`config.mk`:
```
export PLATFORM = sky130hd
export DESIGN_NAME = ffr_register_file
export DESIGN_NICKNAME = d
export VERILOG_FILES = /design/src/ffr_pkg.sv /design/src/ffr_register_file.sv
export SDC_FILE = /design/constraint.sdc
export NUM_CORES = 1
export LEC_CHECK = 0
export ABC_AREA = 1
export BUFFER_PORTS_ARGS = -buffer_cell sky130_fd_sc_hd__buf_2
export CAP_MARGIN = 20
export CORE_UTILIZATION = 25
export CTS_CLUSTER_SIZE = 25
export DETAILED_ROUTE_END_ITERATION = 16
export SKIP_CTS_REPAIR_TIMING = 1
export SLEW_MARGIN = 5
export SYNTH_ARGS = -nofsm -noshare
export SYNTH_HDL_FRONTEND = slang
export SYNTH_SLANG_ARGS = --single-unit
```
`constraint.sdc`:
```
create_clock -name mclk -period 3.7 [get_ports mclk]
set_input_delay 0.37 -clock mclk [delete_from_list [all_inputs] [get_ports mclk]]
set_output_delay 0.37 -clock mclk [all_outputs]
set_load 0.05 [all_outputs]
```
`src/ffr_pkg.sv`:
```
// package of constants and carrier types for the flip-flop register file
package ffr_pkg;
  localparam int FFR_WORD_W = 16;
  localparam int FFR_ADDR_W = 12;
  // octal 0017 is the last special-register address
  localparam logic [11:0] FFR_SPECIAL_LAST = 12'h00f;
  localparam logic [11:0] FFR_ADDR_ACC = 12'h000;
  localparam logic [11:0] FFR_ADDR_RETURN = 12'h001;
  localparam logic [11:0] FFR_ADDR_PC = 12'h002;
  localparam logic [11:0] FFR_ADDR_LOW_PRODUCT = 12'h003;
  localparam logic [15:0] FFR_RESET_WORD = 16'h0000;
  // bit position 14 of the low-product register, index 13 zero based
  localparam int FFR_LP_CARRY_BIT = 13;

  // write and read control pulses from the sequence generator, one action wide
  typedef struct packed {
    logic addr_reg_write_pulse;
    logic addr_reg_read_pulse;
    logic acc_write_pulse;
    logic acc_read_pulse;
    logic shift_pair_write_pulse;
    logic return_write_pulse;
    logic return_read_pulse;
    logic pc_write_pulse;
    logic pc_read_pulse;
    logic lp_write_pulse;
    logic lp_read_pulse;
    logic buffer_write_pulse;
    logic buffer_read_pulse;
    logic buffer_complement_pulse;
    logic order_fetch_read;
  } ffr_ctl_t;

  // timing phases from the timer, sampled once per action
  typedef struct packed {
    logic phase_234;
    logic phase_12;
  } ffr_phase_t;
endpackage

```
`src/ffr_register_file.sv`:
```
// central processor flip-flop register file with addressable register decode
`timescale 1ns/1ps
// Contract
// (RULE1) addressable write and read pulses gated with phase 234 give write/read strobes
// (RULE2) addressable write pulse gated with phase 12 gives the clear strobe
// (RULE3) special-register select is active for addresses octal 0000 through 0017
// (RULE4) special-register select inhibits erasable memory cycle timing
// (RULE5) above octal 0017 select drops, memory timing enabled, addressable gates off
// (RULE6) accumulator holds, loads all write lines on write, drives them on read
// (RULE7) shift-pair write loads accumulator bit n from write line n+1
// (RULE8) shift-pair write copies the sign line into accumulator bits 15 and 16
// (RULE9) shift-pair write loads write line 1 into low-product bit 14
// (RULE10) return register loads each write line into the same position
// (RULE11) return register keeps a transfer-control return address until rewritten
// (RULE12) return register holds dividend and then remainder during divide
// (RULE13) program counter holds next address, rewritten with adder increment
// (RULE14) low-product register pairs with accumulator as double-length shifter
// (RULE15) shift-pair write loads low-product with the word rotated right by one; the code puts line 1 into bits 14..16 and drops lines 15 and 16
// (RULE16) buffer register stores order code and operand address of next instruction
// (RULE17) buffer register ignores the addressable decode, uses its own strobes only
// (RULE18) buffer true read is buffer pulse with phase 234, or order-fetch read
// (RULE19) order-fetch read drives buffer content onto the write lines
// (RULE20) complement read drives the inverted buffer content onto the write lines
// (RULE21) every register is 16 bits, one slice per bit position
// (RULE22) a register clears only with its write, otherwise retains until next write
// (RULE23) reads never change register content
// (RULE24) addresses 0000..0003 select accumulator, return, counter, low-product
// (RULE25) each action is one clock; writes load at cycle end, reads drive in-cycle
// (RULE26) reset clears every register to zero
module ffr_register_file
  import ffr_pkg::*;
#(
  parameter int WORD_W = FFR_WORD_W,
  parameter int ADDR_W = FFR_ADDR_W
) (
  input wire logic mclk,
  input wire logic rst_n,
  input wire ffr_ctl_t ctl,
  input wire ffr_phase_t phase,
  input wire logic [ADDR_W-1:0] mem_address,
  input wire logic [WORD_W-1:0] write_line_in,
  output logic [WORD_W-1:0] write_line_out,
  output logic special_register_select,
  output logic erasable_cycle_inhibit,
  output logic [WORD_W-1:0] accumulator_reg,
  output logic [WORD_W-1:0] return_remainder_reg,
  output logic [WORD_W-1:0] program_counter_reg,
  output logic [WORD_W-1:0] low_product_reg,
  output logic [WORD_W-1:0] buffer_reg
);

  // the bit slicing of the shift path is fixed to the documented word, so refuse anything else at elaboration
  generate
    if (WORD_W != FFR_WORD_W) begin : g_bad_word
      $error("ffr_register_file supports only a 16-bit word");
    end
    if (ADDR_W != FFR_ADDR_W) begin : g_bad_addr
      $error("ffr_register_file supports only a 12-bit address");
    end
    if (FFR_LP_CARRY_BIT >= WORD_W) begin : g_bad_carry
      $error("ffr_register_file carry slot lies outside the word");
    end
  endgenerate

  // addressable strobes and register selects
  logic addr_reg_write_strobe;
  logic addr_reg_read_strobe;
  logic addr_reg_clear_strobe;
  logic sel_acc;
  logic sel_return;
  logic sel_pc;
  logic sel_lp;

  // per-register service strobes
  logic acc_write_strobe;
  logic acc_read_strobe;
  logic acc_clear_strobe;
  logic shift_pair_write_strobe;
  logic return_reg_write_strobe;
  logic return_read_strobe;
  logic return_clear_strobe;
  logic pc_write_strobe;
  logic pc_read_strobe;
  logic pc_clear_strobe;
  logic lp_write_strobe;
  logic lp_read_strobe;
  logic lp_clear_strobe;
  logic buffer_write_strobe;
  logic buffer_clear_strobe;
  logic buffer_true_read_strobe;
  logic buffer_complement_read_strobe;

  // next values and the second write-gate wiring of the slices
  logic [WORD_W-1:0] acc_next;
  logic [WORD_W-1:0] return_next;
  logic [WORD_W-1:0] pc_next;
  logic [WORD_W-1:0] lp_next;
  logic [WORD_W-1:0] buffer_next;
  logic [WORD_W-1:0] lp_rotated;
  logic [WORD_W-1:0] acc_shifted;

  // special-register decode; the whole address is compared against 0017, so 0000..0017 all match
  assign special_register_select = (mem_address <= FFR_SPECIAL_LAST); // RULE3 RULE5
  // memory timing is held off so the cycle serves the register instead
  assign erasable_cycle_inhibit = special_register_select; // RULE4

  // addressable strobes; the select gates them so addresses above 0017 do nothing here
  assign addr_reg_write_strobe = ctl.addr_reg_write_pulse & phase.phase_234 & special_register_select; // RULE1 RULE5
  assign addr_reg_read_strobe = ctl.addr_reg_read_pulse & phase.phase_234 & special_register_select; // RULE1 RULE5
  assign addr_reg_clear_strobe = ctl.addr_reg_write_pulse & phase.phase_12 & special_register_select; // RULE2

  // address 0000..0003 picks one of the four program-addressable registers
  assign sel_acc = (mem_address == FFR_ADDR_ACC); // RULE24
  assign sel_return = (mem_address == FFR_ADDR_RETURN); // RULE24
  assign sel_pc = (mem_address == FFR_ADDR_PC); // RULE24
  assign sel_lp = (mem_address == FFR_ADDR_LOW_PRODUCT); // RULE24

  // per-register service gates: own pulse with 234 (with 12 for the clear), or the addressable path
  assign acc_write_strobe = (ctl.acc_write_pulse & phase.phase_234) | (addr_reg_write_strobe & sel_acc);
  assign acc_read_strobe = (ctl.acc_read_pulse & phase.phase_234) | (addr_reg_read_strobe & sel_acc);
  assign acc_clear_strobe = (ctl.acc_write_pulse & phase.phase_12) | (addr_reg_clear_strobe & sel_acc);

  // shift-pair has no clear of its own: the slices overwrite every bit anyway
  assign shift_pair_write_strobe = ctl.shift_pair_write_pulse & phase.phase_234; // RULE15

  // return register service gates
  assign return_reg_write_strobe = (ctl.return_write_pulse & phase.phase_234) | (addr_reg_write_strobe & sel_return);
  assign return_read_strobe = (ctl.return_read_pulse & phase.phase_234) | (addr_reg_read_strobe & sel_return);
  assign return_clear_strobe = (ctl.return_write_pulse & phase.phase_12) | (addr_reg_clear_strobe & sel_return);

  // program counter service gates
  assign pc_write_strobe = (ctl.pc_write_pulse & phase.phase_234) | (addr_reg_write_strobe & sel_pc);
  assign pc_read_strobe = (ctl.pc_read_pulse & phase.phase_234) | (addr_reg_read_strobe & sel_pc);
  assign pc_clear_strobe = (ctl.pc_write_pulse & phase.phase_12) | (addr_reg_clear_strobe & sel_pc);

  // low-product service gates
  assign lp_write_strobe = (ctl.lp_write_pulse & phase.phase_234) | (addr_reg_write_strobe & sel_lp);
  assign lp_read_strobe = (ctl.lp_read_pulse & phase.phase_234) | (addr_reg_read_strobe & sel_lp);
  assign lp_clear_strobe = (ctl.lp_write_pulse & phase.phase_12) | (addr_reg_clear_strobe & sel_lp);

  // buffer register sees no addressable term at all
  assign buffer_write_strobe = ctl.buffer_write_pulse & phase.phase_234; // RULE17
  assign buffer_clear_strobe = ctl.buffer_write_pulse & phase.phase_12; // RULE17
  assign buffer_true_read_strobe = (ctl.buffer_read_pulse & phase.phase_234) | ctl.order_fetch_read; // RULE18 RULE19
  assign buffer_complement_read_strobe = ctl.buffer_complement_pulse & phase.phase_234; // RULE20

  // one slice per bit position; only the second write gates differ between slices
  // low-product: bits 1..13 from lines 2..14, bits 14..16 from line 1; lines 15 and 16 are dropped
  genvar bit_idx;
  generate
    for (bit_idx = 0; bit_idx < WORD_W; bit_idx++) begin : g_slice
      logic acc_shift_src;
      logic lp_shift_src;
      // accumulator second gate: next line up, the top slice repeats the sign line
      if (bit_idx < WORD_W - 1) begin : g_acc_low
        assign acc_shift_src = write_line_in[bit_idx + 1]; // RULE7
      end else begin : g_acc_sign
        assign acc_shift_src = write_line_in[WORD_W - 1]; // RULE8
      end
      // low-product gate: next line up below the carry slot, line 1 from there on
      if (bit_idx < FFR_LP_CARRY_BIT) begin : g_lp_low
        assign lp_shift_src = write_line_in[bit_idx + 1]; // RULE15
      end else begin : g_lp_carry
        assign lp_shift_src = write_line_in[0]; // RULE9
      end
      assign acc_shifted[bit_idx] = acc_shift_src; // RULE21
      assign lp_rotated[bit_idx] = lp_shift_src; // RULE21
    end
  endgenerate

  // accumulator next value; shift-pair wins over a plain write since both reach one flop
  always_comb begin
    acc_next = accumulator_reg; // RULE22 RULE23
    if (acc_clear_strobe) begin
      acc_next = FFR_RESET_WORD; // RULE22
    end
    if (shift_pair_write_strobe) begin
      acc_next = acc_shifted; // RULE7 RULE8 RULE14
    end else if (acc_write_strobe) begin
      acc_next = write_line_in; // RULE6
    end
  end

  // return register: straight load; holds return address or dividend/remainder between writes
  always_comb begin
    return_next = return_remainder_reg; // RULE11 RULE12
    if (return_clear_strobe) begin
      return_next = FFR_RESET_WORD; // RULE22
    end
    if (return_reg_write_strobe) begin
      return_next = write_line_in; // RULE10
    end
  end

  // program counter: the adder's incremented word comes back on the write lines
  always_comb begin
    pc_next = program_counter_reg;
    if (pc_clear_strobe) begin
      pc_next = FFR_RESET_WORD; // RULE22
    end
    if (pc_write_strobe) begin
      pc_next = write_line_in; // RULE13
    end
  end

  // low-product register: both its own write and the shift-pair write load the write lines shifted right, line 1 into bits 14..16
  always_comb begin
    lp_next = low_product_reg;
    if (lp_clear_strobe) begin
      lp_next = FFR_RESET_WORD; // RULE22
    end
    if (shift_pair_write_strobe) begin
      lp_next = lp_rotated; // RULE9 RULE14 RULE15
      lp_next[FFR_LP_CARRY_BIT] = write_line_in[0]; // RULE9
    end else if (lp_write_strobe) begin
      lp_next = lp_rotated;
    end
  end

  // buffer register: order code and operand address of the next instruction
  always_comb begin
    buffer_next = buffer_reg;
    if (buffer_clear_strobe) begin
      buffer_next = FFR_RESET_WORD; // RULE22
    end
    if (buffer_write_strobe) begin
      buffer_next = write_line_in; // RULE16
    end
  end

  // accumulator flops; every action is one edge
  always_ff @(posedge mclk or negedge rst_n) begin
    if (!rst_n) begin
      accumulator_reg <= FFR_RESET_WORD; // RULE26
    end else begin
      accumulator_reg <= acc_next; // RULE25
    end
  end

  // return register flops
  always_ff @(posedge mclk or negedge rst_n) begin
    if (!rst_n) begin
      return_remainder_reg <= FFR_RESET_WORD; // RULE26
    end else begin
      return_remainder_reg <= return_next; // RULE25
    end
  end

  // program counter flops
  always_ff @(posedge mclk or negedge rst_n) begin
    if (!rst_n) begin
      program_counter_reg <= FFR_RESET_WORD; // RULE26
    end else begin
      program_counter_reg <= pc_next;
    end
  end

  // low-product flops
  always_ff @(posedge mclk or negedge rst_n) begin
    if (!rst_n) begin
      low_product_reg <= FFR_RESET_WORD; // RULE26
    end else begin
      low_product_reg <= lp_next;
    end
  end

  // buffer flops
  always_ff @(posedge mclk or negedge rst_n) begin
    if (!rst_n) begin
      buffer_reg <= FFR_RESET_WORD; // RULE26
    end else begin
      buffer_reg <= buffer_next; // RULE21
    end
  end

  // read gates wire-or onto the write lines within the action; a register would cost a cycle
  always_comb begin
    write_line_out = '0;
    if (acc_read_strobe) begin
      write_line_out = write_line_out | accumulator_reg; // RULE6 RULE23
    end
    if (return_read_strobe) begin
      write_line_out = write_line_out | return_remainder_reg;
    end
    if (pc_read_strobe) begin
      write_line_out = write_line_out | program_counter_reg;
    end
    if (lp_read_strobe) begin
      write_line_out = write_line_out | low_product_reg;
    end
    if (buffer_true_read_strobe) begin
      write_line_out = write_line_out | buffer_reg; // RULE19
    end
    if (buffer_complement_read_strobe) begin
      write_line_out = write_line_out | ~buffer_reg; // RULE20
    end
  end

endmodule // ffr_register_file

```
-- Word level (Yosys, flattened, before mapping)
Cells that the tools add are included.
- register bits: 80
- bits of input ports: 47
- equality and inequality tests: 3
- bitwise logic cells: 54
- order comparisons: 1
- multiplexer cells: 18
- reductions and logical operators: 6
- operator list (cell ; number):
    16-bit two-way mux ; 18
    16-bit bitwise OR ; 5
    1-bit bitwise AND ; 35
    12-bit by 2-bit == test with 1-bit output (second input constant) ; 2
    16-bit NOT ; 1
    1-bit bitwise OR ; 13
    12-bit by 1-bit == test with 1-bit output (second input constant) ; 1
    12-bit by 4-bit less-or-equal comparator with 1-bit output (second input constant) ; 1
    12-bit logical NOT ; 1
    2-bit nonzero test ; 3
    3-bit nonzero test ; 2

-- Depth between registers and ports, before layout
Gate-level depths: netlist of run 1.
- depth after elaboration: 15
- mapped depth: 10

-- Least setup slack after synthesis of run 1
OpenSTA, ideal clock, no wires.
- path kind: input -> output
- start: input port mem_address[11]
- end: output port write_line_out[11]
- required time: 3.330 ns
- path buffers: 1
- path slack: 1.556 ns
- arrival time: 1.774 ns
- stages: 10
- cell sequence: nor2_1 -> nand2_2 -> nor2_8 -> nand3_1 -> nand2_1 -> buf_4 -> nand2_1 -> nand2_1 -> inv_1 -> nand2_1
- word-level cells in the longest chain between the ends: 15
- RTL lines (item ; RTL line ; source):
    start: declaration ; ffr_register_file.sv:40 ; input wire logic [ADDR_W-1:0] mem_address,
    12-bit by 4-bit less-or-equal comparator with 1-bit output (*) ; ffr_register_file.sv:103 ; assign special_register_select = (mem_address <= FFR_SPECIAL_LAST);
    via erasable_cycle_inhibit ; ffr_register_file.sv:44 ; output logic erasable_cycle_inhibit,
    1-bit bitwise AND (*) ; ffr_register_file.sv:109 ; assign addr_reg_read_strobe = ctl.addr_reg_read_pulse & phase.phase_234 & special_register_select;
    1-bit bitwise AND ; ffr_register_file.sv:120 ; assign acc_read_strobe = (ctl.acc_read_pulse & phase.phase_234) | (addr_reg_read_strobe & sel_acc);
    1-bit bitwise OR ; ffr_register_file.sv:120 ;
    16-bit two-way mux ; ffr_register_file.sv:279 ; if (acc_read_strobe) begin
    16-bit bitwise OR ; ffr_register_file.sv:283 ; write_line_out = write_line_out | return_remainder_reg;
    16-bit two-way mux ; ffr_register_file.sv:282 ; if (return_read_strobe) begin
    16-bit bitwise OR ; ffr_register_file.sv:286 ; write_line_out = write_line_out | program_counter_reg;
    16-bit two-way mux ; ffr_register_file.sv:285 ; if (pc_read_strobe) begin
    16-bit bitwise OR ; ffr_register_file.sv:289 ; write_line_out = write_line_out | low_product_reg;
    16-bit two-way mux (*) ; ffr_register_file.sv:288 ; if (lp_read_strobe) begin
    16-bit bitwise OR ; ffr_register_file.sv:292 ; write_line_out = write_line_out | buffer_reg;
    16-bit two-way mux (*) ; ffr_register_file.sv:291 ; if (buffer_true_read_strobe) begin
    16-bit bitwise OR ; ffr_register_file.sv:295 ; write_line_out = write_line_out | ~buffer_reg;
    16-bit two-way mux (*) ; ffr_register_file.sv:294 ; if (buffer_complement_read_strobe) begin
    end: declaration ; ffr_register_file.sv:42 ; output logic [WORD_W-1:0] write_line_out,
Mark *: on every way through the listed nets, which the timed path passes. The rest lies on a longest branch.

-- Worst setup path in the final report of run 1
- start: input port mem_address[11]
- end: output port write_line_out[15]
- word-level cells in the longest chain between the ends: 15
- RTL lines (item ; RTL line):
    12-bit by 4-bit less-or-equal comparator with 1-bit output ; ffr_register_file.sv:103
    1-bit bitwise AND ; ffr_register_file.sv:109
    1-bit bitwise AND ; ffr_register_file.sv:120
    1-bit bitwise OR ; ffr_register_file.sv:120
    16-bit two-way mux ; ffr_register_file.sv:279
    16-bit bitwise OR ; ffr_register_file.sv:283
    16-bit two-way mux ; ffr_register_file.sv:282
    16-bit bitwise OR ; ffr_register_file.sv:286
    16-bit two-way mux ; ffr_register_file.sv:285
    16-bit bitwise OR ; ffr_register_file.sv:289
    16-bit two-way mux (*) ; ffr_register_file.sv:288
    16-bit bitwise OR ; ffr_register_file.sv:292
    16-bit two-way mux (*) ; ffr_register_file.sv:291
    16-bit bitwise OR ; ffr_register_file.sv:295
    16-bit two-way mux (*) ; ffr_register_file.sv:294
Every way passes the cells marked *; elsewhere a longest branch is shown, timed or not.

==> results.md, run 1 <==
* Number of synthesized flops with an enable pin at 0
* Min-delay worst type: in -> reg
* Crit Path Max Fanout at 14
* Die area at 0.0175 mm²
* Filler cells at 1,827
* Initial DRC count at 330
* Most frequent cell after synthesis: nand2_1
* Max_cap viols at 0
* CTS Buf Count at 9
* Commonest cells post-synth: 307 x nand2_1, 78 x dfrtp_1, 60 x inv_1, 55 x nor2_1, 17 x o21ai_0
* Endpoints failing hold at 0
* Area growth, synth to finish at 27.7%
* Cell area after layout at 0.00543 mm²
* Max-slew headroom at 48.8%
* Die height at 132 µm
* Actual slew at the worst max-slew pin at 0.768 ns
* Critical path arrival at 2.11 ns
* TNS Setup at 0 ns
* Lkg Pwr at 3.21 nW
* Post-synthesis sequential area ratio at 45.9%
* Initial antenna violation count at 0
* Routed WL per cell at 14.9 µm
* Post-DP HPWL at 10,900 µm
* Final setup vio count at 0
* # diodes at 0
* WP data required at 3.33 ns
* Worst Hold Path EP: return_remainder_reg[15]
* Ys flop type: dfrtp_1
* Row count at 47
* CP delay by family, top: simple AND/OR/NAND/NOR gates
* CP peak stage delay at 0.39 ns
* Via count at 4,242
* RSZ-0062 raised after global routing: false
* Worst skew pair latency at 0.33 ns
* Synth top area cells: dfrtp_1 46%, nand2_1 27%, inv_1 5.3%, nor2_1 4.9%, o22ai_1 2.4%
* Reg clk slew, reported paths at 0.06 ns
* Flip-flop and latch area at 0.00195 mm²
* Setup slack on the worst flop-to-flop path at 2.97 ns
* Synth warnings at 0
* TritonCTS clock tree: built
* Hold Crit Depth at 3
* Root Driver: clkbuf_16
* Global-route wire length before repair at 22,800 µm
* GPL Wtd Cong at 0.869
* Final Critical Period at 2.48 ns
* Final ANT Viol Nets at 0
* Top-area cell type share of the netlist area at 45.9%
* Post-route insts no fill at 969
* Std-Cell Core Area at 0.0166 mm²
* Hold wc startpoint: write_line_in[15]
* Die width at 132 µm
* Worst-case clock skew at 0 ns
* CP max stage cell: nand2_1
* Share of layout cells above drive strength 1 at 23.5%
* Yosys top cell by area: dfrtp_1
* Max VDD drop at 0.203 mV
* Outcome: completed
* Vias/cell at 4.38
* Synth Instances at 611
* Final net count at 792
* CP Cell Sequence: buf_2 > nor2_1 > nand2_2 > nor2_8 > nand3_1 > nand2_1 > nand2_1 > nand2_1 > nor2_1 > nand2_1 > buf_2
* Number of buffers added on ports at 144
* Setup Crit Path Kind: in -> out
* Netlist cell types at 22
* I/O pin count at 145
* Placed cells at 952
* DRC at 0
* Async S/R FF share, synth at 100%
* CP startpoint kind: primary input
* Crit path setup slack, layout at 1.22 ns
* Mapped Avg Cell Area at 6.96 µm²
* Syn_nets at 658
* Placed Area at 0.00511 mm²
* GRT Overall Usage at 16.8%
* Drt first pass iters at 4
* Cell Pwr Density at 520 mW/mm²
* Crit path top cell by count: nand2_1
* Critical R2R Capture: buffer_reg[12]
* Seq cells post-synth at 78
* F_max at 404 MHz
* Max-slew violations at 0
* Final wirelength at 14,400 µm
* Worst Hold Slack at 0.293 ns
* GRT overflow at 0
* Syn Std Cell Area at 0.00426 mm²
* R2r worst-path depth at 2
* Clk buf depth at 2
* Largest net degree at the start of global routing at 79
* Fin crit share at 66.9%
* Worst r2r src: buffer_reg[12]
* H-tree level count at 3
* Setup WS pre-CTS at 1.21 ns
* Clock sink count at 78
* CP bufs+invs at 2
* Footprint of the multi-input gates at 0.00193 mm²
* Crit path capture type: output port
* Initial core utilization at 25.7%
* Vias in the first global route at 4,052
==> power by group <==
group | internal, mW | switching (mW) | leakage [nW]
Sequential | 0.943 | 0.0721 | 0.994
Combinational | 0.197 | 0.730 | 2.07
Clock | 0.532 | 0.348 | 0.148
Total | 1.67 | 1.15 | 3.21
==> cell usage in the layout, fill, tap and decap left out, drive strengths merged <==
cell	synthesis	layout
bufinv	0	1
nand4	1	1
nand3	10	10
a21oi	17	17
dfrtp	78	78
nor2	58	58
clkinv	0	4
o21ai	17	17
dlygate4sd3	0	1
a21o	1	1
nand2	313	313
o22ai	16	16
a21boi	16	16
or2	1	1
clkbuf	4	10
buf	19	145
inv	60	60
==> area by class of cell <==
class	instances	share of cell area (%)
flip-flops and latches	78	35.9
clock inverters	5	0.921
well taps	220	5.07
repair buffers	146	14.0
inverters	60	4.14
multi-input cells	450	35.6
clock buffers	10	4.40
==> worst reg2reg max path, cell delays in order (launching register included) <==
cell,delay (ns)
dfrtp_1,0.40
inv_1,0.10
o22ai_1,0.08
==> how the worst max path moves through the flow <==
stage / startpoint / end / slack, ns / cells past startpoint
final: mem_address[11] / write_line_out[15] / 1.22 / 11
after global placement: mem_address[7] / write_line_out[14] / 1.24 / 11
after CTS: mem_address[11] / write_line_out[15] / 1.21 / 11
after detailed placement: mem_address[11] / write_line_out[13] / 1.21 / 11
after floorplan: mem_address[11] / write_line_out[11] / 1.56 / 10
after global routing: mem_address[7] / write_line_out[14] / 1.06 / 11
==> stage by stage <==
step	util [%]	total power, mW
6_report	32.8	2.82
5_1_grt	32.8	2.95
4_1_cts	32.5	2.84
3_5_place_dp	30.8	1.96
3_3_place_gp	30.8	1.96
2_1_floorplan	-	1.69
==> layer usage <==
metal | vias up | wire, µm | global-route usage [%] | share of wire [%]
li1 | 2142 | - | - | -
met1 | 1957 | 6780 | 23.0 | 47
met2 | 119 | 6560 | 26.1 | 46
met3 | 24 | 693 | 2.91 | 4.8
met4 | 0 | 374 | 7.02 | 2.6
met5 | - | 0 | 0 | 0
==> cells by family (layout without fill, tap and decap cells) <==
kind of cell    Yosys count  after routing  synth area share (%)
simple gates            383            383                  35.5
buf+inv                  83            221                  8.73
flops                    78             78                  45.9
compound gates           67             67                  9.88
Power figures use the tool's default switching activity.
==> run 2, diff against run 1 <==
clock period = 2.3 ns   (was 3.7 ns; I/O delays follow)
==> run 2 against run 1 <==
  * Critical path type unchanged
  * Non-clock buffer count rose by 8
  * Register-to-register slack got worse by 1.4 ns
  * Via count rose by 0.83%
  * Routed wire length rose by 1.7%
  * Clock-buffer cell count rose by 2
  * Worst hold slack got worse by 0.13 ns
  * Clock skew did not move
  * Critical path depth rose by 1
  * Clock power rose by 57%
  * Sequential cell count did not move
  * Combinational power rose by 62%
  * Largest power group unchanged
==> results.md, run 2 (synthesized netlist as in run 1, its figures left out) <==
* Die area at 0.0175 mm²
* RSZ-0062 raised after global routing: false
* Final setup vio count at 0
* Vias in the first global route at 4,205
* Fin crit share at 88.2%
* Outcome: completed
* Final wirelength at 14,700 µm
* TritonCTS clock tree: built
* Crit Path Max Fanout at 11
* Most frequent cells in the layout: 307 x nand2_1, 143 x buf_2, 78 x dfrtp_1
* H-tree level count at 3
* TNS Setup at 0 ns
* Critical path arrival at 1.80 ns
* Post-DP HPWL at 11,400 µm
* CTS Buf Count at 9
* Global-route wire length before repair at 22,900 µm
* CP max stage cell: buf_2
* Via count at 4,277
* Final Critical Period at 2.03 ns
* Final ANT Viol Nets at 0
* Initial DRC count at 347
* GRT overflow at 0
* Max VDD drop at 0.366 mV
* Crit path capture type: output port
* Initial core utilization at 25.7%
* Share of layout cells above drive strength 1 at 24.4%
* I/O pin count at 145
* Die height at 132 µm
* CP startpoint kind: primary input
* Die width at 132 µm
* Area growth, synth to finish at 28.9%
* F_max at 493 MHz
* Final net count at 800
* DRC at 0
* Max-slew headroom at 57.2%
* Clk buf depth at 2
* Actual slew at the worst max-slew pin at 0.640 ns
* CP Cell Sequence: buf_2 > nor2_1 > nand2_2 > nor2_8 > nand3_1 > nand2_1 > buf_4 > nand2_1 > nand2_1 > inv_1 > nand2_1 > buf_2
* Std-Cell Core Area at 0.0166 mm²
* GPL Wtd Cong at 0.859
* Min-delay worst type: in -> reg
* Finished Core Util at 33.1%
* Root Driver: clkbuf_16
* Crit path top cell by count: nand2_1
* CP peak stage delay at 0.26 ns
* Routed WL per cell at 15.0 µm
* Lkg Pwr at 3.25 nW
* Initial antenna violation count at 1
* Max_cap viols at 0
* Vias/cell at 4.37
* Setup Crit Path Kind: in -> out
* Worst-case clock skew at 0 ns
* Clock sink count at 78
* Drt first pass iters at 4
* Commonest non-fill, non-tap cell in the layout: nand2_1
* Worst skew pair latency at 0.33 ns
* Endpoints failing hold at 0
* Row count at 47
* Cell Pwr Density at 823 mW/mm²
* Largest net degree at the start of global routing at 33
* Number of buffers added on ports at 144
* Max-slew violations at 0
* WP data required at 2.07 ns
* Reg clk slew, reported paths at 0.06 ns
* GRT Overall Usage at 16.8%
-- run 2: cell count changes in the layout (fill, tap and decap cells not counted), sizes merged --
cell    delta
diode      +1
buf        +8
bufinv     -1
clkbuf     +2
-- run 2: worst paths after layout --
check	endpoint	cells after the start	from	slack [ns]
worst max-delay path	write_line_out[11]	12	mem_address[11]	0.27
worst min-delay path	return_remainder_reg[15]	3	write_line_in[15]	0.16
worst max register to register	buffer_reg[15]	2	buffer_reg[15]	1.56
worst min register to register	return_remainder_reg[15]	2	return_remainder_reg[15]	0.50
max in group asynchronous	return_remainder_reg[3]	3	rst_n	1.36
min in group asynchronous	return_remainder_reg[9]	2	rst_n	0.38
-- run 2: area by class of cell --
type                    count  area [µm²]
inverters                  60         225
clock buffers              12         267
diodes                      1        2.50
repair buffers            154         813
multi-input cells         450        1930
fillers                  1828       11100
clock inverters             4        20.0
flip-flops and latches     78        1950
well taps                 220         275
-- run 2: metal layers --
metal | part of all wire, % | up-vias | wire length [µm] | GRT usage (%)
li1 | - | 2150 | - | -
met1 | 46 | 1991 | 6760 | 22.6
met2 | 47 | 115 | 6850 | 26.7
met3 | 4.7 | 21 | 696 | 2.68
met4 | 2.4 | 0 | 349 | 7.28
met5 | 0 | - | 0 | 0
-- run 2: per-stage QoR --
stage | hold WS, ns | setup WS, ns | instances | total power [mW] | area (µm²)
after floorplan | -0.0656 | 0.436 | 611 | 2.72 | 4260
after global placement | 0.210 | 0.239 | 961 | 3.16 | 5190
after detailed placement | 0.216 | 0.231 | 961 | 3.17 | 5190
after CTS | -0.142 | 0.229 | 977 | 4.54 | 5470
after global routing | 0.163 | 0.0678 | 979 | 4.72 | 5490
final | 0.160 | 0.270 | 979 | 4.52 | 5490
-- run 2: power by group --
group / internal (mW) / switching, mW / total, mW / leakage, nW
sequential: 1.52 / 0.124 / 1.64 / 0.994
clock: 0.812 / 0.564 / 1.38 / 0.148
combinational: 0.326 / 1.17 / 1.50 / 2.10
total: 2.65 / 1.86 / 4.52 / 3.25
-- run 2: critical path, delay by kind of cell --
| family | cells | cell delay, ns |
|---|---|---|
| buf+inv | 4 | 0.62 |
| simple gates | 8 | 0.95 |
==> run 3, diff against run 2 <==
clock period = 2.2 ns   (was 2.3 ns; I/O delays follow)
==> run 3 against run 2 <==
  * Die area unchanged
  * Register-to-register slack worse by 0.10 ns
  * Clock-buffer cell count up 1
  * Power up 3.7%
  * Clock power about the same
  * Sequential share of layout area is essentially flat
  * Worst setup slack lost 0.064 ns
  * Routed wire length down 1.0%
==> results.md, run 3 (synthesized netlist as in run 1, its figures left out) <==
* RSZ-0062 raised after global routing: false
* Vias in the first global route at 4,165
* Std-Cell Core Area at 0.0166 mm²
* GPL Wtd Cong at 0.854
* Reg clk slew, reported paths at 0.06 ns
* Lkg Pwr at 3.24 nW
* Die width at 132 µm
* Via count at 4,270
* Initial core utilization at 25.7%
* TritonCTS clock tree: built
* Final net count at 801
* Final setup vio count at 0
* Die height at 132 µm
* I/O pin count at 145
* Worst-case clock skew at 0 ns
* Endpoints failing hold at 0
* Vias/cell at 4.37
* Largest net degree at the start of global routing at 79
* Hold Crit Depth at 3
* Max VDD drop at 0.356 mV
* Clk buf depth at 2
* Flip-flop and latch area at 0.00195 mm²
* Root Driver: clkbuf_16
* Crit. Startpoint: mem_address[11]
* Critical path arrival at 1.77 ns
* Drt first pass iters at 5
* Crit Path Max Fanout at 14
* Cell area after layout at 0.00549 mm²
* Min-delay worst type: in -> reg
* Max-slew headroom at 59.6%
* Most frequent cells in the layout: 307 x nand2_1, 143 x buf_2, 78 x dfrtp_1
* Initial antenna violation count at 1
* Routed WL per cell at 14.8 µm
* CP startpoint kind: primary input
* Hold wc startpoint: write_line_in[12]
* Global-route wire length before repair at 22,700 µm
* Overall power at 4.68 mW
* DRC at 0
* Die area at 0.0175 mm²
* Initial DRC count at 364
* R2r worst-path depth at 2
* Row count at 47
* Final wirelength at 14,500 µm
* F_max at 502 MHz
* Commonest non-fill, non-tap cell in the layout: nand2_1
* WP data required at 1.98 ns
* Footprint of the multi-input gates at 0.00194 mm²
* Fin crit share at 90.6%
* Number of buffers added on ports at 144
* CTS Buf Count at 9
* H-tree level count at 3
* Final ANT Viol Nets at 0
* Worst r2r src: buffer_reg[5]
* Crit path capture type: output port
* Placed Area at 0.00519 mm²
* GRT Overall Usage at 16.7%
* TNS Setup at 0 ns
* Max-slew violations at 0
* GRT overflow at 0
* Filler cells at 1,836
* Final Critical Period at 1.99 ns
* Post-DP HPWL at 11,100 µm
* Setup Crit Path Kind: in -> out
* Max_cap viols at 0
* Area growth, synth to finish at 29.0%
* Cell Pwr Density at 853 mW/mm²
* Share of layout cells above drive strength 1 at 24.2%
* Worst skew pair latency at 0.33 ns
* Actual slew at the worst max-slew pin at 0.605 ns
* Clock sink count at 78
* Outcome: completed
==> run 3: metal layers <==
layer,wire (µm),global-route usage (%),up-vias
li1,-,-,2157
met1,6740,22.4,1955
met2,6610,25.6,126
met3,634,2.87,32
met4,529,8.94,0
met5,0,0,-
==> run 3: worst max-delay path, stage by stage <==
cell and delay [ns]:
buf_2 0.10, nor2_1 0.12, nand2_2 0.11, nor2_8 0.22, nand3_2 0.14, nand2_2 0.29, nand2_1 0.08, nand2_1 0.10
inv_1 0.04, nand2_1 0.08, buf_2 0.26
==> run 3: report_power, final <==
group / switching, mW / internal, mW / leakage, nW
Clock: 0.558 / 0.843 / 0.138
Sequential: 0.126 / 1.59 / 0.994
Combinational: 1.23 / 0.343 / 2.11
Total: 1.91 / 2.77 / 3.24
==> run 3: path summary, 6_finish.rpt <==
| kind | endpoint | slack (ns) |
|---|---|---|
| min in group asynchronous | accumulator_reg[7] | 0.46 |
| max in group asynchronous | low_product_reg[1] | 1.40 |
| worst min-delay path | program_counter_reg[12] | 0.15 |
| worst min register to register | program_counter_reg[5] | 0.49 |
| worst max-delay path | write_line_out[11] | 0.21 |
| worst max register to register | buffer_reg[5] | 1.46 |
==> run 3: area by class of cell <==
cell class,count,area share (%)
Sequential cell,78,35.6
Tap cell,220,5.01
Timing Repair Buffer,155,14.9
Clock inverter,1,0.0912
Multi-Input combinational cell,450,35.3
Antenna cell,1,0.0456
Clock buffer,13,4.92
Inverter,60,4.10
==> run 3: per-stage QoR <==
stage / instances / setup slack, ns / hold WS (ns) / util, %
final: 978 / 0.206 / 0.155 / 33.1
after global routing: 978 / 0.0320 / 0.162 / 33.1
after CTS: 976 / 0.210 / -0.0740 / 33.0
after detailed placement: 962 / 0.214 / 0.284 / 31.3
after global placement: 962 / 0.231 / 0.283 / 31.3
after floorplan: 611 / 0.356 / -0.0756 / -
